<file path="config.mk">
export PLATFORM = sky130hd
export DESIGN_NAME = fpdg_gate
export DESIGN_NICKNAME = d
export VERILOG_FILES = /design/src/fpdg_pkg.sv /design/src/fpdg_bp_unit.sv /design/src/fpdg_gate.sv
export SDC_FILE = /design/constraint.sdc
export NUM_CORES = 1
export LEC_CHECK = 0
export ABC_AREA = 1
export CORE_ASPECT_RATIO = 1.1
export CORE_MARGIN = 2
export CORE_UTILIZATION = 55
export DETAILED_ROUTE_END_ITERATION = 6
export DONT_BUFFER_PORTS = 1
export HOLD_SLACK_MARGIN = 0.02
export PLACE_DENSITY = 0.7
export SLEW_MARGIN = 5
export SYNTH_ARGS = -nofsm -noshare
export SYNTH_HDL_FRONTEND = slang
export SYNTH_SLANG_ARGS = --single-unit
</file>
<file path="constraint.sdc">
create_clock -name clk_sys -period 4.55 [get_ports clk_sys]
set_input_delay 0.91 -clock clk_sys [delete_from_list [all_inputs] [get_ports clk_sys]]
set_output_delay 0.91 -clock clk_sys [all_outputs]
set_load 0.05 [all_outputs]
</file>
<file path="src/fpdg_pkg.sv">
// Purpose: Shared constants and types for the flash protection and debug gate
// Assumes: APB slave, 32-bit data, one aligned word per register
// Notes: All offsets and field positions below are local choices
package fpdg_pkg;

  localparam int unsigned FPDG_ADDR_W = 8;
  localparam int unsigned FPDG_ROWS = 32;
  localparam int unsigned FPDG_ROW_W = 5;
  localparam int unsigned FPDG_NUM_BP = 4;
  localparam int unsigned FPDG_NUM_WP = 2;

  // Register byte offsets
  localparam logic [7:0] FPDG_OFS_CTRL = 8'h00;
  localparam logic [7:0] FPDG_OFS_STAT = 8'h04;
  localparam logic [7:0] FPDG_OFS_WPROT = 8'h08;
  localparam logic [7:0] FPDG_OFS_RPROT = 8'h0c;
  localparam logic [7:0] FPDG_OFS_BP0 = 8'h10;
  localparam logic [7:0] FPDG_OFS_WP0 = 8'h20;
  localparam logic [7:0] FPDG_OFS_HIT = 8'h28;

  // Control register fields
  localparam int unsigned FPDG_CTRL_REQ_LSB = 0;
  localparam int unsigned FPDG_CTRL_DBGDIS_BIT = 4;
  localparam int unsigned FPDG_CTRL_SECURE_BIT = 5;

  // Protection state request codes
  localparam logic [2:0] FPDG_REQ_NONE = 3'h0;
  localparam logic [2:0] FPDG_REQ_LOCK = 3'h1;
  localparam logic [2:0] FPDG_REQ_UNLOCK = 3'h2;
  localparam logic [2:0] FPDG_REQ_PERM = 3'h3;

  localparam logic [31:0] FPDG_RST_WORD = 32'h0000_0000;

  typedef enum logic [2:0] {
    FPDG_UNLOCKED = 3'b001,
    FPDG_DEBUG_LOCKED = 3'b010,
    FPDG_PERM_LOCK = 3'b100
  } fpdg_prot_t;

  typedef struct packed {
    logic valid;
    logic write;
    logic erase;
    logic full_erase;
    logic [FPDG_ROW_W-1:0] row;
  } fpdg_flash_req_t;

  typedef struct packed {
    logic valid;
    logic [31:0] addr;
    logic [31:0] data;
    logic write;
  } fpdg_bus_obs_t;

endpackage : fpdg_pkg

</file>
<file path="src/fpdg_bp_unit.sv">
// Purpose: Address breakpoint and data watchpoint comparators
// Assumes: Observed bus beat is on the system clock
// Notes: Hit flags are registered, one cycle after the beat
`timescale 1ns/1ns
module fpdg_bp_unit #(
  parameter int unsigned NUM_BP = 4,
  parameter int unsigned NUM_WP = 2
) (
  input wire logic clk_sys,
  input wire logic rst,
  input wire fpdg_pkg::fpdg_bus_obs_t obs,
  input wire logic [NUM_BP*32-1:0] bp_addr,
  input wire logic [NUM_BP-1:0] bp_en,
  input wire logic [NUM_WP*32-1:0] wp_data,
  input wire logic [NUM_WP-1:0] wp_en,
  output logic [NUM_BP-1:0] bp_hit_r,
  output logic [NUM_WP-1:0] wp_hit_r
);
  import fpdg_pkg::*;

  genvar gi;
  generate
    for (gi = 0; gi < NUM_BP; gi++) begin : g_bp
      always_ff @(posedge clk_sys) begin
        if (rst) begin
          bp_hit_r[gi] <= 1'b0;
        end else begin
          bp_hit_r[gi] <= bp_en[gi] && obs.valid && (obs.addr == bp_addr[gi*32 +: 32]); // [RQ11]
        end
      end
    end
    for (gi = 0; gi < NUM_WP; gi++) begin : g_wp
      always_ff @(posedge clk_sys) begin
        if (rst) begin
          wp_hit_r[gi] <= 1'b0;
        end else begin
          wp_hit_r[gi] <= wp_en[gi] && obs.valid && (obs.data == wp_data[gi*32 +: 32]); // [RQ11]
        end
      end
    end
  endgenerate

endmodule : fpdg_bp_unit

</file>
<file path="src/fpdg_gate.sv">
// Purpose: Chip-level flash protection state, debug gating and row protection
// Assumes: Firmware reaches registers over APB; debug link requests arrive on this clock
// Notes: Protection state is volatile here; a real part would back it with flash
//
// Overview of operation
// RQ1 - Reset leaves the device unlocked, with no flash protection applied.
// RQ2 - Unlocked may move to debug locked; debug accesses refused there.
// RQ3 - Debug locked returns to unlocked only after a completed full erase.
// RQ4 - Unlocked may move to permanent lock; every debug access blocked.
// RQ5 - Permanent lock refuses external erase and is never left.
// RQ6 - Row protection blocks writes and selectively blocks reads per row.
// RQ7 - Internal system call flash requests always proceed regardless of state.
// RQ8 - Debug enabled at reset; only firmware may disable it.
// RQ9 - Host re-enables debug by erase, unprotect and new firmware.
// RQ10 - Maximum security permanently disables programming, debug and test ports.
// RQ11 - Four address breakpoints and two data watchpoints reachable over debug.
// RQ12 - Undocumented protection state changes are ignored; state holds.
`timescale 1ns/1ns
module fpdg_gate #(
  parameter int unsigned ROWS = fpdg_pkg::FPDG_ROWS
) (
  input wire logic clk_sys,
  input wire logic rst,
  input wire logic psel,
  input wire logic penable,
  input wire logic pwrite,
  input wire logic [fpdg_pkg::FPDG_ADDR_W-1:0] paddr,
  input wire logic [31:0] pwdata,
  output logic [31:0] prdata,
  output logic pready,
  output logic pslverr,
  input wire fpdg_pkg::fpdg_flash_req_t dbg_req,
  input wire fpdg_pkg::fpdg_flash_req_t sys_req,
  input wire logic flash_erase_done,
  input wire fpdg_pkg::fpdg_bus_obs_t obs,
  output logic dbg_grant_r,
  output logic dbg_refuse_r,
  output logic sys_grant_r,
  output logic sys_refuse_r,
  output logic dbg_port_en_r,
  output logic test_port_en_r,
  output logic [2:0] prot_state_r,
  output logic [fpdg_pkg::FPDG_NUM_BP-1:0] bp_hit_r,
  output logic [fpdg_pkg::FPDG_NUM_WP-1:0] wp_hit_r
);
  import fpdg_pkg::*;

  ////////////////////////////////////////////////////////////////////////////
  // State
  fpdg_prot_t prot_r;
  fpdg_prot_t prot_nxt;
  logic dbg_dis_r;
  logic secure_r;
  logic erased_r;
  logic [ROWS-1:0] wprot_r;
  logic [ROWS-1:0] rprot_r;
  logic [2:0] req_code;
  logic apb_wr;
  logic apb_rd;
  logic addr_ok;
  logic [31:0] rdata;
  logic dbg_blocked;
  logic row_block;
  logic [FPDG_NUM_BP*32-1:0] bp_addr_r;
  logic [FPDG_NUM_BP-1:0] bp_en_r;
  logic [FPDG_NUM_WP*32-1:0] wp_data_r;
  logic [FPDG_NUM_WP-1:0] wp_en_r;

  // Commit only on the completing edge, so one transfer never writes twice
  assign apb_wr = psel && penable && pwrite && pready;
  assign apb_rd = psel && penable && !pwrite;
  assign req_code = (apb_wr && paddr == FPDG_OFS_CTRL) ?
      pwdata[FPDG_CTRL_REQ_LSB +: 3] : FPDG_REQ_NONE;

  ////////////////////////////////////////////////////////////////////////////
  // Protection state transitions
  always_comb begin
    prot_nxt = prot_r;
    case (prot_r)
      FPDG_UNLOCKED: begin
        if (req_code == FPDG_REQ_LOCK) begin
          prot_nxt = FPDG_DEBUG_LOCKED; // [RQ2]
        end else if (req_code == FPDG_REQ_PERM) begin
          prot_nxt = FPDG_PERM_LOCK; // [RQ4]
        end
      end
      FPDG_DEBUG_LOCKED: begin
        if (req_code == FPDG_REQ_UNLOCK && erased_r) begin
          prot_nxt = FPDG_UNLOCKED; // [RQ3]
        end
      end
      FPDG_PERM_LOCK: begin
        prot_nxt = FPDG_PERM_LOCK; // [RQ5]
      end
      default: begin
        prot_nxt = FPDG_PERM_LOCK;
      end
    endcase
  end

  // Any other request leaves prot_nxt at the current state [RQ12]
  always_ff @(posedge clk_sys) begin
    if (rst) begin
      prot_r <= FPDG_UNLOCKED; // [RQ1]
    end else begin
      prot_r <= prot_nxt;
    end
  end

  // Full erase evidence; cleared on leaving debug lock so it must be redone
  always_ff @(posedge clk_sys) begin
    if (rst) begin
      erased_r <= 1'b0;
    end else if (prot_r != FPDG_DEBUG_LOCKED) begin
      erased_r <= 1'b0;
    end else if (flash_erase_done) begin
      erased_r <= 1'b1; // [RQ3]
    end
  end

  ////////////////////////////////////////////////////////////////////////////
  // Debug disable and maximum security, firmware writable only
  always_ff @(posedge clk_sys) begin
    if (rst) begin
      dbg_dis_r <= 1'b0; // [RQ8]
    end else if (apb_wr && paddr == FPDG_OFS_CTRL) begin
      dbg_dis_r <= pwdata[FPDG_CTRL_DBGDIS_BIT]; // [RQ8]
    end
  end

  // Sticky: only reset clears it, modelling a one-time fuse
  always_ff @(posedge clk_sys) begin
    if (rst) begin
      secure_r <= 1'b0;
    end else if (apb_wr && paddr == FPDG_OFS_CTRL && pwdata[FPDG_CTRL_SECURE_BIT]) begin
      secure_r <= 1'b1; // [RQ10]
    end
  end

  assign dbg_blocked = (prot_r != FPDG_UNLOCKED) || dbg_dis_r || secure_r; // [RQ2] [RQ4] [RQ10]

  always_ff @(posedge clk_sys) begin
    if (rst) begin
      dbg_port_en_r <= 1'b1;
      test_port_en_r <= 1'b1;
    end else begin
      dbg_port_en_r <= !dbg_blocked; // [RQ8]
      test_port_en_r <= !secure_r && prot_r != FPDG_PERM_LOCK; // [RQ10]
    end
  end

  ////////////////////////////////////////////////////////////////////////////
  // Row protection registers
  always_ff @(posedge clk_sys) begin
    if (rst) begin
      wprot_r <= '0;
      rprot_r <= '0;
    end else if (apb_wr && paddr == FPDG_OFS_WPROT) begin
      wprot_r <= pwdata[ROWS-1:0]; // [RQ6]
    end else if (apb_wr && paddr == FPDG_OFS_RPROT) begin
      rprot_r <= pwdata[ROWS-1:0]; // [RQ6]
    end
  end

  assign row_block = dbg_req.erase ? 1'b0 :
      (dbg_req.write ? wprot_r[dbg_req.row] : rprot_r[dbg_req.row]);

  ////////////////////////////////////////////////////////////////////////////
  // Debug link flash requests
  always_ff @(posedge clk_sys) begin
    if (rst) begin
      dbg_grant_r <= 1'b0;
      dbg_refuse_r <= 1'b0;
    end else if (dbg_req.valid) begin
      if (dbg_blocked || row_block) begin
        dbg_grant_r <= 1'b0; // [RQ2] [RQ4] [RQ5] [RQ6]
        dbg_refuse_r <= 1'b1;
      end else begin
        dbg_grant_r <= 1'b1;
        dbg_refuse_r <= 1'b0;
      end
    end else begin
      dbg_grant_r <= 1'b0;
      dbg_refuse_r <= 1'b0;
    end
  end

  // Internal system call requests bypass chip-level state and row protection
  always_ff @(posedge clk_sys) begin
    if (rst) begin
      sys_grant_r <= 1'b0;
      sys_refuse_r <= 1'b0;
    end else begin
      sys_grant_r <= sys_req.valid; // [RQ7]
      sys_refuse_r <= 1'b0;
    end
  end

  always_ff @(posedge clk_sys) begin
    if (rst) begin
      prot_state_r <= FPDG_UNLOCKED;
    end else begin
      prot_state_r <= prot_nxt;
    end
  end

  ////////////////////////////////////////////////////////////////////////////
  // Breakpoint and watchpoint setup
  genvar gi;
  generate
    for (gi = 0; gi < FPDG_NUM_BP; gi++) begin : g_bpr
      always_ff @(posedge clk_sys) begin
        if (rst) begin
          bp_addr_r[gi*32 +: 32] <= FPDG_RST_WORD;
          bp_en_r[gi] <= 1'b0;
        end else if (apb_wr && paddr == FPDG_OFS_BP0 + 8'(gi * 4)) begin
          bp_addr_r[gi*32 +: 32] <= {pwdata[31:1], 1'b0};
          bp_en_r[gi] <= pwdata[0]; // [RQ11]
        end
      end
    end
    for (gi = 0; gi < FPDG_NUM_WP; gi++) begin : g_wpr
      always_ff @(posedge clk_sys) begin
        if (rst) begin
          wp_data_r[gi*32 +: 32] <= FPDG_RST_WORD;
          wp_en_r[gi] <= 1'b0;
        end else if (apb_wr && paddr == FPDG_OFS_WP0 + 8'(gi * 4)) begin
          wp_data_r[gi*32 +: 32] <= pwdata;
          wp_en_r[gi] <= 1'b1; // [RQ11]
        end
      end
    end
  endgenerate

  fpdg_bp_unit #(
    .NUM_BP(FPDG_NUM_BP),
    .NUM_WP(FPDG_NUM_WP)
  ) u_bp (
    .clk_sys(clk_sys),
    .rst(rst),
    .obs(obs),
    .bp_addr(bp_addr_r),
    .bp_en(bp_en_r & {FPDG_NUM_BP{!dbg_blocked}}),
    .wp_data(wp_data_r),
    .wp_en(wp_en_r & {FPDG_NUM_WP{!dbg_blocked}}),
    .bp_hit_r(bp_hit_r),
    .wp_hit_r(wp_hit_r)
  );

  ////////////////////////////////////////////////////////////////////////////
  // APB read mux and answer; one wait state keeps prdata registered
  always_comb begin
    addr_ok = 1'b1;
    rdata = FPDG_RST_WORD;
    case (paddr)
      FPDG_OFS_CTRL: rdata = {26'h0, secure_r, dbg_dis_r, 4'h0};
      FPDG_OFS_STAT: rdata = {27'h0, erased_r, dbg_blocked, prot_r};
      FPDG_OFS_WPROT: rdata = 32'(wprot_r);
      FPDG_OFS_RPROT: rdata = 32'(rprot_r);
      FPDG_OFS_HIT: rdata = {26'h0, wp_hit_r, bp_hit_r};
      default: begin
        if (paddr >= FPDG_OFS_BP0 && paddr < FPDG_OFS_BP0 + 8'h10 && paddr[1:0] == 2'h0) begin
          rdata = bp_addr_r[paddr[3:2]*32 +: 32] | 32'(bp_en_r[paddr[3:2]]);
        end else if (paddr >= FPDG_OFS_WP0 && paddr < FPDG_OFS_WP0 + 8'h08 &&
                     paddr[1:0] == 2'h0) begin
          rdata = wp_data_r[paddr[2]*32 +: 32];
        end else begin
          addr_ok = 1'b0;
        end
      end
    endcase
  end

  always_ff @(posedge clk_sys) begin
    if (rst) begin
      pready <= 1'b0;
      pslverr <= 1'b0;
      prdata <= FPDG_RST_WORD;
    end else begin
      pready <= psel && penable && !pready;
      pslverr <= psel && penable && !pready && !addr_ok;
      prdata <= (apb_rd && !pready && addr_ok) ? rdata : FPDG_RST_WORD;
    end
  end

endmodule : fpdg_gate

</file>
==> flow_metrics.py, run 1 <==
metrics = {
    "outcome": {
        "status": "finished, final reports clean",
    },
    "place": {
        "hpwl_um": 38800,
        "portBuffers": 0,
        "gp_congestion": 1.04,
    },
    "floorplan": {
        "initial_core_util_pct": 56.3,
        "die_h_um": 179,
        "fp.dieW_um": 163,
        "io_pins": 179,
        "die_area_um2": 29100,
        "num_rows": 63,
        "coreArea_um2": 27100,
    },
    "yosys": {
        "postSynthAreaPerCell_um2": 7.65,
        "syn_area_um2": 15300,
        "synth_common_cells": "309 x dfxtp_1, 273 x nand2_1, 254 x nor2_1",
        "synth_cell_types": 41,
        "synth.most_common_cell": "dfxtp_1",
        "yosysSeqAreaShare_pct": 40.5,
        "synth_top_area_share_pct": 40.5,
        "synth_seq_cells": 309,
        "synth_cells": 1995,
        "synth_area_leaders": "dfxtp_1 41%, a211oi_1 8.4%, nand2_1 6.7%, nor2_1 6.2%, o21ai_0 4.3%",
        "synthArstFlopShare_pct": 0,
        "yosysTopAreaCell": "dfxtp_1",
        "synth-edff-count": 0,
        "yosysWarnings": 0,
        "syn_nets": 2125,
        "ys.flop_type": "dfxtp_1",
    },
    "route": {
        "drt_iter0_markers": 1819,
        "vias": 14500,
        "post_drt_via_cell_ratio": 6.29,
        "ant_nets": 0,
        "wl_um": 54200,
        "dr.pass1.iters": 7,
        "drc": 0,
        "post_drt_wl_per_cell_um": 23.6,
    },
    "global_route": {
        "grtUsageTotal_pct": 36.6,
        "gr-total-overflow": 0,
        "first_global_vias": 13200,
        "grt_first_pass_wirelength_um": 79900,
        "met1_usage_pct": 48.3,
        "use_met3_pct": 9.58,
        "grt_antenna_before_repair": 0,
        "grt_max_degree": 204,
        "grtUsageMet2_pct": 53.9,
        "grt_busiest_layer": "met2",
    },
    "worst_setup_path": {
        "reg2reg_to": "wp_data_r[32]$_SDFFE_PP0P_",
        "reg2reg_setup_slack_ps": 1430,
        "reg2reg_depth": 7,
        "endpoint_kind": "flop",
        "cp.required_ps": 4990,
        "crit_arrival_ps": 3560,
        "startpoint_type": "flop",
        "critPathMaxFanout": 34,
        "rr_startpoint": "pready$_SDFF_PP0_",
        "worstSetupPathType": "flop to flop",
    },
    "timing": {
        "finalSetupViolCount": 0,
        "worst_pin_slew_ps": 1000,
        "finClkSkew_ps": 16.4,
        "maxSlewHeadroom_pct": 33.0,
        "slew_violations": 0,
        "hold_viol_final": 0,
        "setup_tns_ps": 0,
        "period_needed_ps": 3120,
        "fmax_mhz": 321,
        "rsz0062_at_grt": "no",
        "fin_crit_sh_pct": 68.5,
    },
    "cts": {
        "clockRootBuffer": "clkbuf_16",
        "clk_latency_ps": 520,
        "post-cts-setup-buffer-count": 0,
        "ctsHoldBuffers": 0,
        "htreeDepth": 2,
        "cts.clk_slew.worst_paths_ps": 60,
        "cts_tree": "yes",
        "cts_sinks": 309,
        "cts_buffer_depth": 3,
        "postCtsResizedCells": 0,
        "numCtsBuffers": 34,
    },
    "min_path": {
        "hold-path-cell-count": 2,
        "hold_path_end": "wp_en_r[1]$_SDFFE_PP0P_",
        "hold_start": "wp_en_r[1]$_SDFFE_PP0P_",
        "min-delay-path-class": "flop to flop",
    },
    "finish": {
        "drive_gt1_share_pct": 7.98,
        "utilization_pct": 60.8,
        "num_antenna_cells": 0,
        "area_delta_synth_final_pct": 7.97,
        "final_nets": 2048,
    },
    "pwr": {
        "power.leakage_nw": 5.80,
        "power.density_nw_per_um2": 366,
        "peakVddDrop_v": 0.000253,
    },
    "job": {
        "max_cap_violations": 0,
    },
}
state kept, by name (all words and copies together), names as in the netlist, 3 cells and up:
signal	flops
bp_addr_r	124
bp_en_r	4
prdata	32
prot_state_r	3
rprot_r	32
u_bp.bp_hit_r	4
wp_data_r	64
wprot_r	32
worst max-delay path, stage by stage (launching register included):
cell and delay (ps):
dfxtp_1 680, nand4_2 630, nor2_1 250, nand2_1 330, clkinv_1 430, buf_4 400
o21ai_0 150, a21oi_1 160
power by group:
part	total, W	switching, W	internal (W)
Sequential	0.00283	0.000100	0.00273
Clock	0.00279	0.00113	0.00165
Combinational	0.000411	0.000304	0.000107
cells by family after synthesis:
kind of cell / count (synthesis) / synth area share, %
and+or+nand+nor: 710 / 20.0
AOI/OAI and AO/OA: 581 / 26.2
buffers and inverters: 300 / 7.77
xor gates and xnor gates: 94 / 5.40
other: 1 / 0.0246
DFF: 309 / 40.5
stage by stage:
step                hold slack [ps]  instance area, µm²  total power, W  cells  setup WS, ps
floorplan                       436               15300         0.00318   1995          2070
global placement                444               15300         0.00328   2239          1130
detailed placement              448               15300         0.00328   2239          1070
CTS                             457               16500         0.00602   2299          1490
global route                    473               16500         0.00616   2299          1240
finish                          461               16500         0.00603   2299          1430
how the worst max path moves through the flow:
stage                 startpoint                     endpoint
2_1_floorplan           paddr[0]  bp_addr_r[107]$_SDFFE_PP0P_
3_3_place_gp            paddr[7]   wp_data_r[33]$_SDFFE_PP0P_
3_5_place_dp            paddr[7]   wp_data_r[52]$_SDFFE_PP0P_
4_1_cts        pready$_SDFF_PP0_   wp_data_r[32]$_SDFFE_PP0P_
5_1_grt                 paddr[7]   wp_data_r[52]$_SDFFE_PP0P_
6_report       pready$_SDFF_PP0_   wp_data_r[32]$_SDFFE_PP0P_
cells in the final DEF, fill, tap and decap left out, drive strengths merged, types with 18 or more instances in the layout:
cell type	n
a21oi	93
nand3	94
or2	26
inv	156
o21ai	130
o22ai	23
clkbuf	52
nand2	273
nand4	18
xor2	27
a221oi	46
a22oi	50
nor2	258
dfxtp	309
a211oi	199
nor4	18
buf	27
nor3	19
xnor2	67
area by class of cell:
| class | count | area, µm² |
|---|---|---|
| Multi-Input combinational cell | 1386 | 7910 |
| Clock buffer | 52 | 1050 |
| Sequential cell | 309 | 6190 |
| Fill cell | 2503 | 10600 |
| Timing Repair Buffer | 27 | 203 |
| Tap cell | 357 | 447 |
| Clock inverter | 8 | 72.6 |
| Inverter | 160 | 601 |
routing by layer:
layer,wire length [µm],vias up
met2,22800,824
met5,0,-
met3,6160,158
met1,21500,6653
li1,-,6830
met4,3710,0
(Power assumes the default switching activity.)
==> inputs of run 2 (changes only) <==
--- a/config.mk
+++ b/config.mk
@@ -12,7 +12,7 @@
 export DETAILED_ROUTE_END_ITERATION = 6
 export DONT_BUFFER_PORTS = 1
 export HOLD_SLACK_MARGIN = 0.02
-export PLACE_DENSITY = 0.7
+export PLACE_DENSITY = 0.73
 export SLEW_MARGIN = 5
 export SYNTH_ARGS = -nofsm -noshare
 export SYNTH_HDL_FRONTEND = slang
==> constraint.sdc (replaced) <==
create_clock -name clk_sys -period 2.8 [get_ports clk_sys]
set_input_delay 0.56 -clock clk_sys [delete_from_list [all_inputs] [get_ports clk_sys]]
set_output_delay 0.56 -clock clk_sys [all_outputs]
set_load 0.05 [all_outputs]
==> run 2 against run 1 <==
Against the previous run:
- sequential power up 60%
- core utilization grew 0.81 points
- flip-flop and latch count unchanged
- fmax grew 39%
- clock skew down 1.9 ps
- count of clock-buffer cells in the layout shrank 2
- die area unchanged
- non-clock buffer count rose by 8
- power increased by 66%
- critical path depth fell by 2
- routed wire length grew 2.0%
- critical path type unchanged
==> flow_metrics.py, run 2 (synthesis gave the netlist of run 1 again) <==
metrics = {
    "route": {
        "wl_um": 55300,
        "wl_met1_um": 22000,
        "drt_iter0_markers": 1807,
        "post_drt_via_cell_ratio": 6.32,
        "wl_met2_um": 24000,
        "ant_nets": 0,
        "dr.pass1.iters": 6,
        "vias": 14600,
        "dr_wl_met3_um": 6000,
        "routed.top_layer": "met4",
        "drc": 0,
        "post_drt_wl_per_cell_um": 24.0,
    },
    "timing": {
        "finalSetupViolCount": 0,
        "hold_viol_final": 0,
        "period_needed_ps": 2250,
        "maxSlewHeadroom_pct": 52.5,
        "rsz0062_at_grt": "no",
        "fin_crit_sh_pct": 80.2,
        "worst_pin_slew_ps": 712,
        "slew_violations": 0,
        "finClkSkew_ps": 14.4,
        "setup_tns_ps": 0,
        "fmax_mhz": 445,
    },
    "place": {
        "gp_congestion": 1.04,
        "portBuffers": 0,
        "dp_cells": 2247,
        "hpwl_um": 39600,
    },
    "global_route": {
        "grt_antenna_before_repair": 1,
        "grt_max_degree": 204,
        "first_global_vias": 13300,
        "grt_first_pass_wirelength_um": 81100,
        "gr-total-overflow": 0,
        "grtUsageTotal_pct": 37.2,
    },
    "worst_setup_path": {
        "endpoint_kind": "flop",
        "crit_arrival_ps": 2660,
        "startpoint_type": "flop",
        "critPathMaxFanout": 8,
        "worstSetupPathType": "flop to flop",
        "cp.required_ps": 3210,
    },
    "pwr": {
        "power.leakage_nw": 5.88,
        "power.density_nw_per_um2": 598,
        "peakVddDrop_v": 0.000574,
        "finalPower_w": 0.00999,
    },
    "cts": {
        "cts_sinks": 309,
        "clk_latency_ps": 520,
        "htreeDepth": 2,
        "cts.clk_slew.worst_paths_ps": 60,
        "cts_tree": "yes",
        "postCtsResizedCells": 0,
        "numCtsBuffers": 34,
        "cts_buffer_depth": 3,
        "clockRootBuffer": "clkbuf_16",
        "ctsHoldBuffers": 0,
        "post-cts-setup-buffer-count": 0,
    },
    "finish": {
        "reg.largest.list": "bp_addr_r: 124 flops, wp_data_r: 64 flops",
        "area_delta_synth_final_pct": 9.41,
        "largest_register": "bp_addr_r",
        "num_antenna_cells": 0,
        "final_nets": 2056,
        "layout_common_cells": "309 x dfxtp_1, 273 x nand2_1, 251 x nor2_1, 171 x a211oi_1, 148 x inv_1",
        "final_common_cell": "dfxtp_1",
        "largest_register_ffs": 124,
        "stdcell_count": 2308,
        "utilization_pct": 61.6,
        "drive_gt1_share_pct": 8.35,
    },
    "floorplan": {
        "io_pins": 179,
        "initial_core_util_pct": 56.3,
        "die_h_um": 179,
        "die_area_um2": 29100,
        "num_rows": 63,
        "coreArea_um2": 27100,
        "fp.dieW_um": 163,
    },
    "min_path": {
        "min-delay-path-class": "primary input to flop",
    },
    "job": {
        "max_cap_violations": 0,
    },
    "outcome": {
        "status": "finished, final reports clean",
    },
}
-- run 2: worst paths after layout --
kind / from / endpoint / slack, ps / cells past startpoint
worst min-delay path: sys_req[8] / sys_grant_r$_SDFF_PP0_ / 160 / 2
worst max-delay path: prot_state_r[2]$_SDFFE_PP0P_ / u_bp.bp_hit_r[3]$_SDFF_PP0_ / 550 / 5
worst min register to register: wp_en_r[1]$_SDFFE_PP0P_ / wp_en_r[1]$_SDFFE_PP0P_ / 460 / 2
worst max register to register: prot_state_r[2]$_SDFFE_PP0P_ / u_bp.bp_hit_r[3]$_SDFF_PP0_ / 550 / 5
-- run 2: per-layer routing --
layer	vias to the layer above	track usage, %
met5	-	0
met2	791	56.5
met3	142	9.00
met4	0	19.3
li1	6851	-
met1	6795	49.2
-- run 2: layout make-up --
class                   count  area [µm²]
fillers                  2521       10400
multi-input cells        1386        7910
flip-flops and latches    309        6190
clock buffers              50        1020
inverters                 160         601
well taps                 357         447
repair buffers             35         388
clock inverters            11         136
-- run 2: worst max-delay path: stages (launching register included) --
cell and delay, ps:
dfxtp_1 490, nor3_1 390, nand2_1 470, nor4_1 400
nand4_1 150, nor2_1 250
-- run 2: stage by stage --
stage | hold slack, ps | setup slack [ps] | instance area, µm²
2_1_floorplan | 436 | 671 | 15300
3_3_place_gp | 444 | 497 | 15500
3_5_place_dp | 449 | 428 | 15500
4_1_cts | 153 | 613 | 16700
5_1_grt | 155 | 419 | 16700
6_report | 160 | 554 | 16700
-- run 2: power breakdown --
| part | internal (W) | switching (W) | leakage, nW |
|---|---|---|---|
| sequential | 0.00443 | 0.000101 | 2.49 |
| combinational | 0.000213 | 0.000579 | 2.82 |
| clock | 0.00282 | 0.00183 | 0.572 |
==> inputs of run 3 (changes only) <==
--- a/config.mk
+++ b/config.mk
@@ -5,14 +5,14 @@
 export SDC_FILE = /design/constraint.sdc
 export NUM_CORES = 1
 export LEC_CHECK = 0
-export ABC_AREA = 1
+export ABC_AREA = 0
 export CORE_ASPECT_RATIO = 1.1
 export CORE_MARGIN = 2
 export CORE_UTILIZATION = 55
 export DETAILED_ROUTE_END_ITERATION = 6
 export DONT_BUFFER_PORTS = 1
 export HOLD_SLACK_MARGIN = 0.02
-export PLACE_DENSITY = 0.73
+export PLACE_DENSITY = 0.7
 export SLEW_MARGIN = 5
 export SYNTH_ARGS = -nofsm -noshare
 export SYNTH_HDL_FRONTEND = slang
==> constraint.sdc (replaced) <==
create_clock -name clk_sys -period 2.1 [get_ports clk_sys]
set_input_delay 0.42 -clock clk_sys [delete_from_list [all_inputs] [get_ports clk_sys]]
set_output_delay 0.42 -clock clk_sys [all_outputs]
set_load 0.05 [all_outputs]
==> run 3 against run 2 <==
Against the previous run:
- flip-flop and latch count did not move
- via count fell by 7.6%
- area after synthesis rose by 0.39%
- global-route usage fell by 2.6 points
- sequential share of layout area fell by 1.8 points
- critical path depth rose by 2
- cell area rose by 5.2%
- first-iteration DRC count rose by 2.5%
- synthesized cell count fell by 8.4%
- clock skew fell by 1.2 ps
- highest routed layer unchanged
==> flow_metrics.py, run 3 <==
metrics = {
    "pwr": {
        "finalPower_w": 0.0128,
        "power.density_nw_per_um2": 728,
        "power.leakage_nw": 5.71,
        "peakVddDrop_v": 0.000496,
    },
    "worst_setup_path": {
        "reg2reg_depth": 6,
        "worstSetupPathType": "primary input to flop",
        "endpoint_kind": "flop",
        "crit_start": "paddr[6]",
        "rr_startpoint": "pready$_SDFF_PP0_",
        "cp_slowest_cell": "dlygate4sd3_1",
        "crit_arrival_ps": 2520,
        "worstPathCellList": "or4_4, nor3b_4, and3_4, buf_12, nand2_1, a21oi_1, dlygate4sd3_1",
        "cp.required_ps": 2560,
        "reg2reg_setup_slack_ps": 40,
        "critPathMaxStageDelay_ps": 560,
        "startpoint_type": "primary input",
        "critPathMaxFanout": 17,
        "reg2reg_to": "prot_state_r[1]$_SDFFE_PP0P_",
    },
    "global_route": {
        "gr-total-overflow": 0,
        "grt_first_pass_wirelength_um": 76100,
        "first_global_vias": 12900,
        "grt_antenna_before_repair": 0,
        "grtUsageTotal_pct": 34.6,
        "grt_max_degree": 92,
    },
    "finish": {
        "stdcell_count": 2189,
        "largest_register_ffs": 124,
        "final_nets": 1931,
        "drive_gt1_share_pct": 12.0,
        "num_antenna_cells": 0,
        "final_common_cell": "nand2_1",
        "n_fill_cell": 2287,
        "largest_register": "bp_addr_r",
        "reg.largest.list": "bp_addr_r: 124 flops, wp_data_r: 64 flops",
        "area_delta_synth_final_pct": 14.6,
        "layout_common_cells": "531 x nand2_1, 309 x dfxtp_1, 272 x a21oi_1, 164 x xnor2_1, 76 x dlygate4sd3_1",
        "utilization_pct": 63.6,
    },
    "cts": {
        "htreeDepth": 2,
        "cts_buffer_depth": 3,
        "clk_latency_ps": 520,
        "cts_sinks": 309,
        "numCtsBuffers": 34,
        "cts.clk_slew.worst_paths_ps": 60,
        "clockRootBuffer": "clkbuf_16",
        "cts_tree": "yes",
    },
    "yosys": {
        "synthAdderAreaFrac_pct": 0,
        "synth-simple-area-share_pct": 18.6,
        "synth_area_leaders": "dfxtp_1 40%, nand2_1 13%, xnor2_1 9.4%, a21oi_1 8.9%, mux4_2 6.6%",
        "synth_common_cells": "531 x nand2_1, 309 x dfxtp_1, 272 x a21oi_1",
        "synth_cell_types": 49,
        "ys.flop_type": "dfxtp_1",
        "yosys-mux-area-fraction_pct": 10.5,
        "synth_cells": 1828,
        "synth_top_family_by_area": "simple AND/OR/NAND/NOR gates",
        "syn_area_um2": 15300,
        "synth_compound_area_share_pct": 14.0,
        "yosysWarnings": 0,
        "yosysSeqAreaShare_pct": 40.4,
        "synthXorXnorAreaFrac_pct": 10.7,
        "syn_nets": 1958,
        "synth-edff-count": 0,
        "synthArstFlopShare_pct": 0,
        "postSynthAreaPerCell_um2": 8.38,
        "synth_seq_cells": 309,
        "yosysTopAreaCell": "dfxtp_1",
        "synth_top_area_share_pct": 40.4,
        "synth.most_common_cell": "nand2_1",
    },
    "place": {
        "gp_congestion": 0.997,
        "dp_cells": 2037,
        "place_ws_ps": 13.2,
        "portBuffers": 0,
        "hpwl_um": 33700,
    },
    "timing": {
        "fin_ws_ps": 37.7,
        "rsz0062_at_grt": "yes",
        "finalSetupViolCount": 0,
        "maxSlewHeadroom_pct": 60.0,
        "period_needed_ps": 2060,
        "finClkSkew_ps": 13.2,
        "worst_pin_slew_ps": 600,
        "fmax_mhz": 485,
        "fin_crit_sh_pct": 98.2,
        "slew_violations": 0,
        "setup_tns_ps": 0,
        "hold_viol_final": 0,
    },
    "floorplan": {
        "fp.dieW_um": 163,
        "initial_core_util_pct": 55.4,
        "die_h_um": 179,
        "io_pins": 179,
        "die_area_um2": 29200,
        "coreArea_um2": 27600,
        "num_rows": 64,
    },
    "route": {
        "dr.pass1.iters": 6,
        "post_drt_via_cell_ratio": 6.15,
        "dr_wl_met3_um": 5640,
        "vias": 13500,
        "ant_nets": 0,
        "drt_iter0_markers": 1853,
        "wl_um": 52700,
        "post_drt_wl_per_cell_um": 24.1,
        "wl_met2_um": 24500,
        "wl_met1_um": 19000,
        "drc": 0,
        "routed.top_layer": "met4",
    },
    "min_path": {
        "hold-path-cell-count": 2,
        "hold_path_end": "bp_addr_r[61]$_SDFFE_PP0P_",
        "min-delay-path-class": "primary input to flop",
        "hold_start": "pwdata[29]",
    },
    "outcome": {
        "status": "finished, final reports clean",
    },
    "job": {
        "max_cap_violations": 0,
    },
}
[run 3: changes by cell type after synthesis, moves of 97 or more]
cell,before,now
xnor2_1,67,164
inv_1,148,1
nor2_1,254,16
a21oi_1,93,272
a211oi_1,171,1
nand2_1,273,531
o21ai_0,130,5
[run 3: how the worst max path moves through the flow]
stage          cells past startpoint  slack, ps                      endpoint
4_1_cts                            7         30    bp_addr_r[47]$_SDFFE_PP0P_
3_5_place_dp                       6         10    wp_data_r[56]$_SDFFE_PP0P_
5_1_grt                            6        -50  prot_state_r[1]$_SDFFE_PP0P_
3_3_place_gp                       5         50         prdata[13]$_SDFF_PP0_
2_1_floorplan                      7         60       dbg_refuse_r$_SDFF_PP0_
6_report                           7         40    wp_data_r[49]$_SDFFE_PP0P_
[run 3: kinds of logic after synthesis]
logic type      Yosys count
simple gates            666
other cells               1
flops                   309
buf+inv                 190
mux                     101
compound gates          373
xor+xnor                188
[run 3: critical path, delay by kind of cell]
kind / cells / cell delay, ps
AO/OA/AOI/OAI: 1 / 140
buffers and inverters: 2 / 730
AND/OR/NAND/NOR: 4 / 1210
[run 3: layout make-up]
cell class / count / area [µm²] / share of cell area (%)
clock buffer: 48 / 995 / 5.66
clock inverter: 13 / 121 / 0.691
inverter: 1 / 3.75 / 0.0214
multi-input combinational: 1329 / 8310 / 47.3
sequential: 309 / 6190 / 35.2
tap: 363 / 454 / 2.59
timing repair buffer: 126 / 1490 / 8.48
[run 3: where the power goes]
part	total (W)	switching [W]	leakage [nW]	internal, W
logic	0.000761	0.000431	2.66	0.000330
clock network	0.00605	0.00249	0.557	0.00356
registers	0.00599	0.0000837	2.49	0.00590
[run 3: repair_timing]
action	4_1_cts	5_1_grt
hold buffers	79	0
setup endpoints to repair	0	74
gates resized for setup	0	23
buffers inserted	0	5
endpoints found under the hold margin	166	0
[run 3: metal layers]
| metal | global-route usage [%] | vias up |
|---|---|---|
| met5 | 0 | - |
| met4 | 18.7 | 0 |
| met3 | 8.05 | 167 |
| met2 | 55.6 | 752 |
| met1 | 43.2 | 6435 |
| li1 | - | 6116 |
[run 3: metrics by stage]
stage,hold WS [ps],area (µm²)
after floorplan,435,15300
after global placement,449,15400
after detailed placement,457,15400
after CTS,21.6,17300
after global routing,31.3,17600
final,32.6,17600
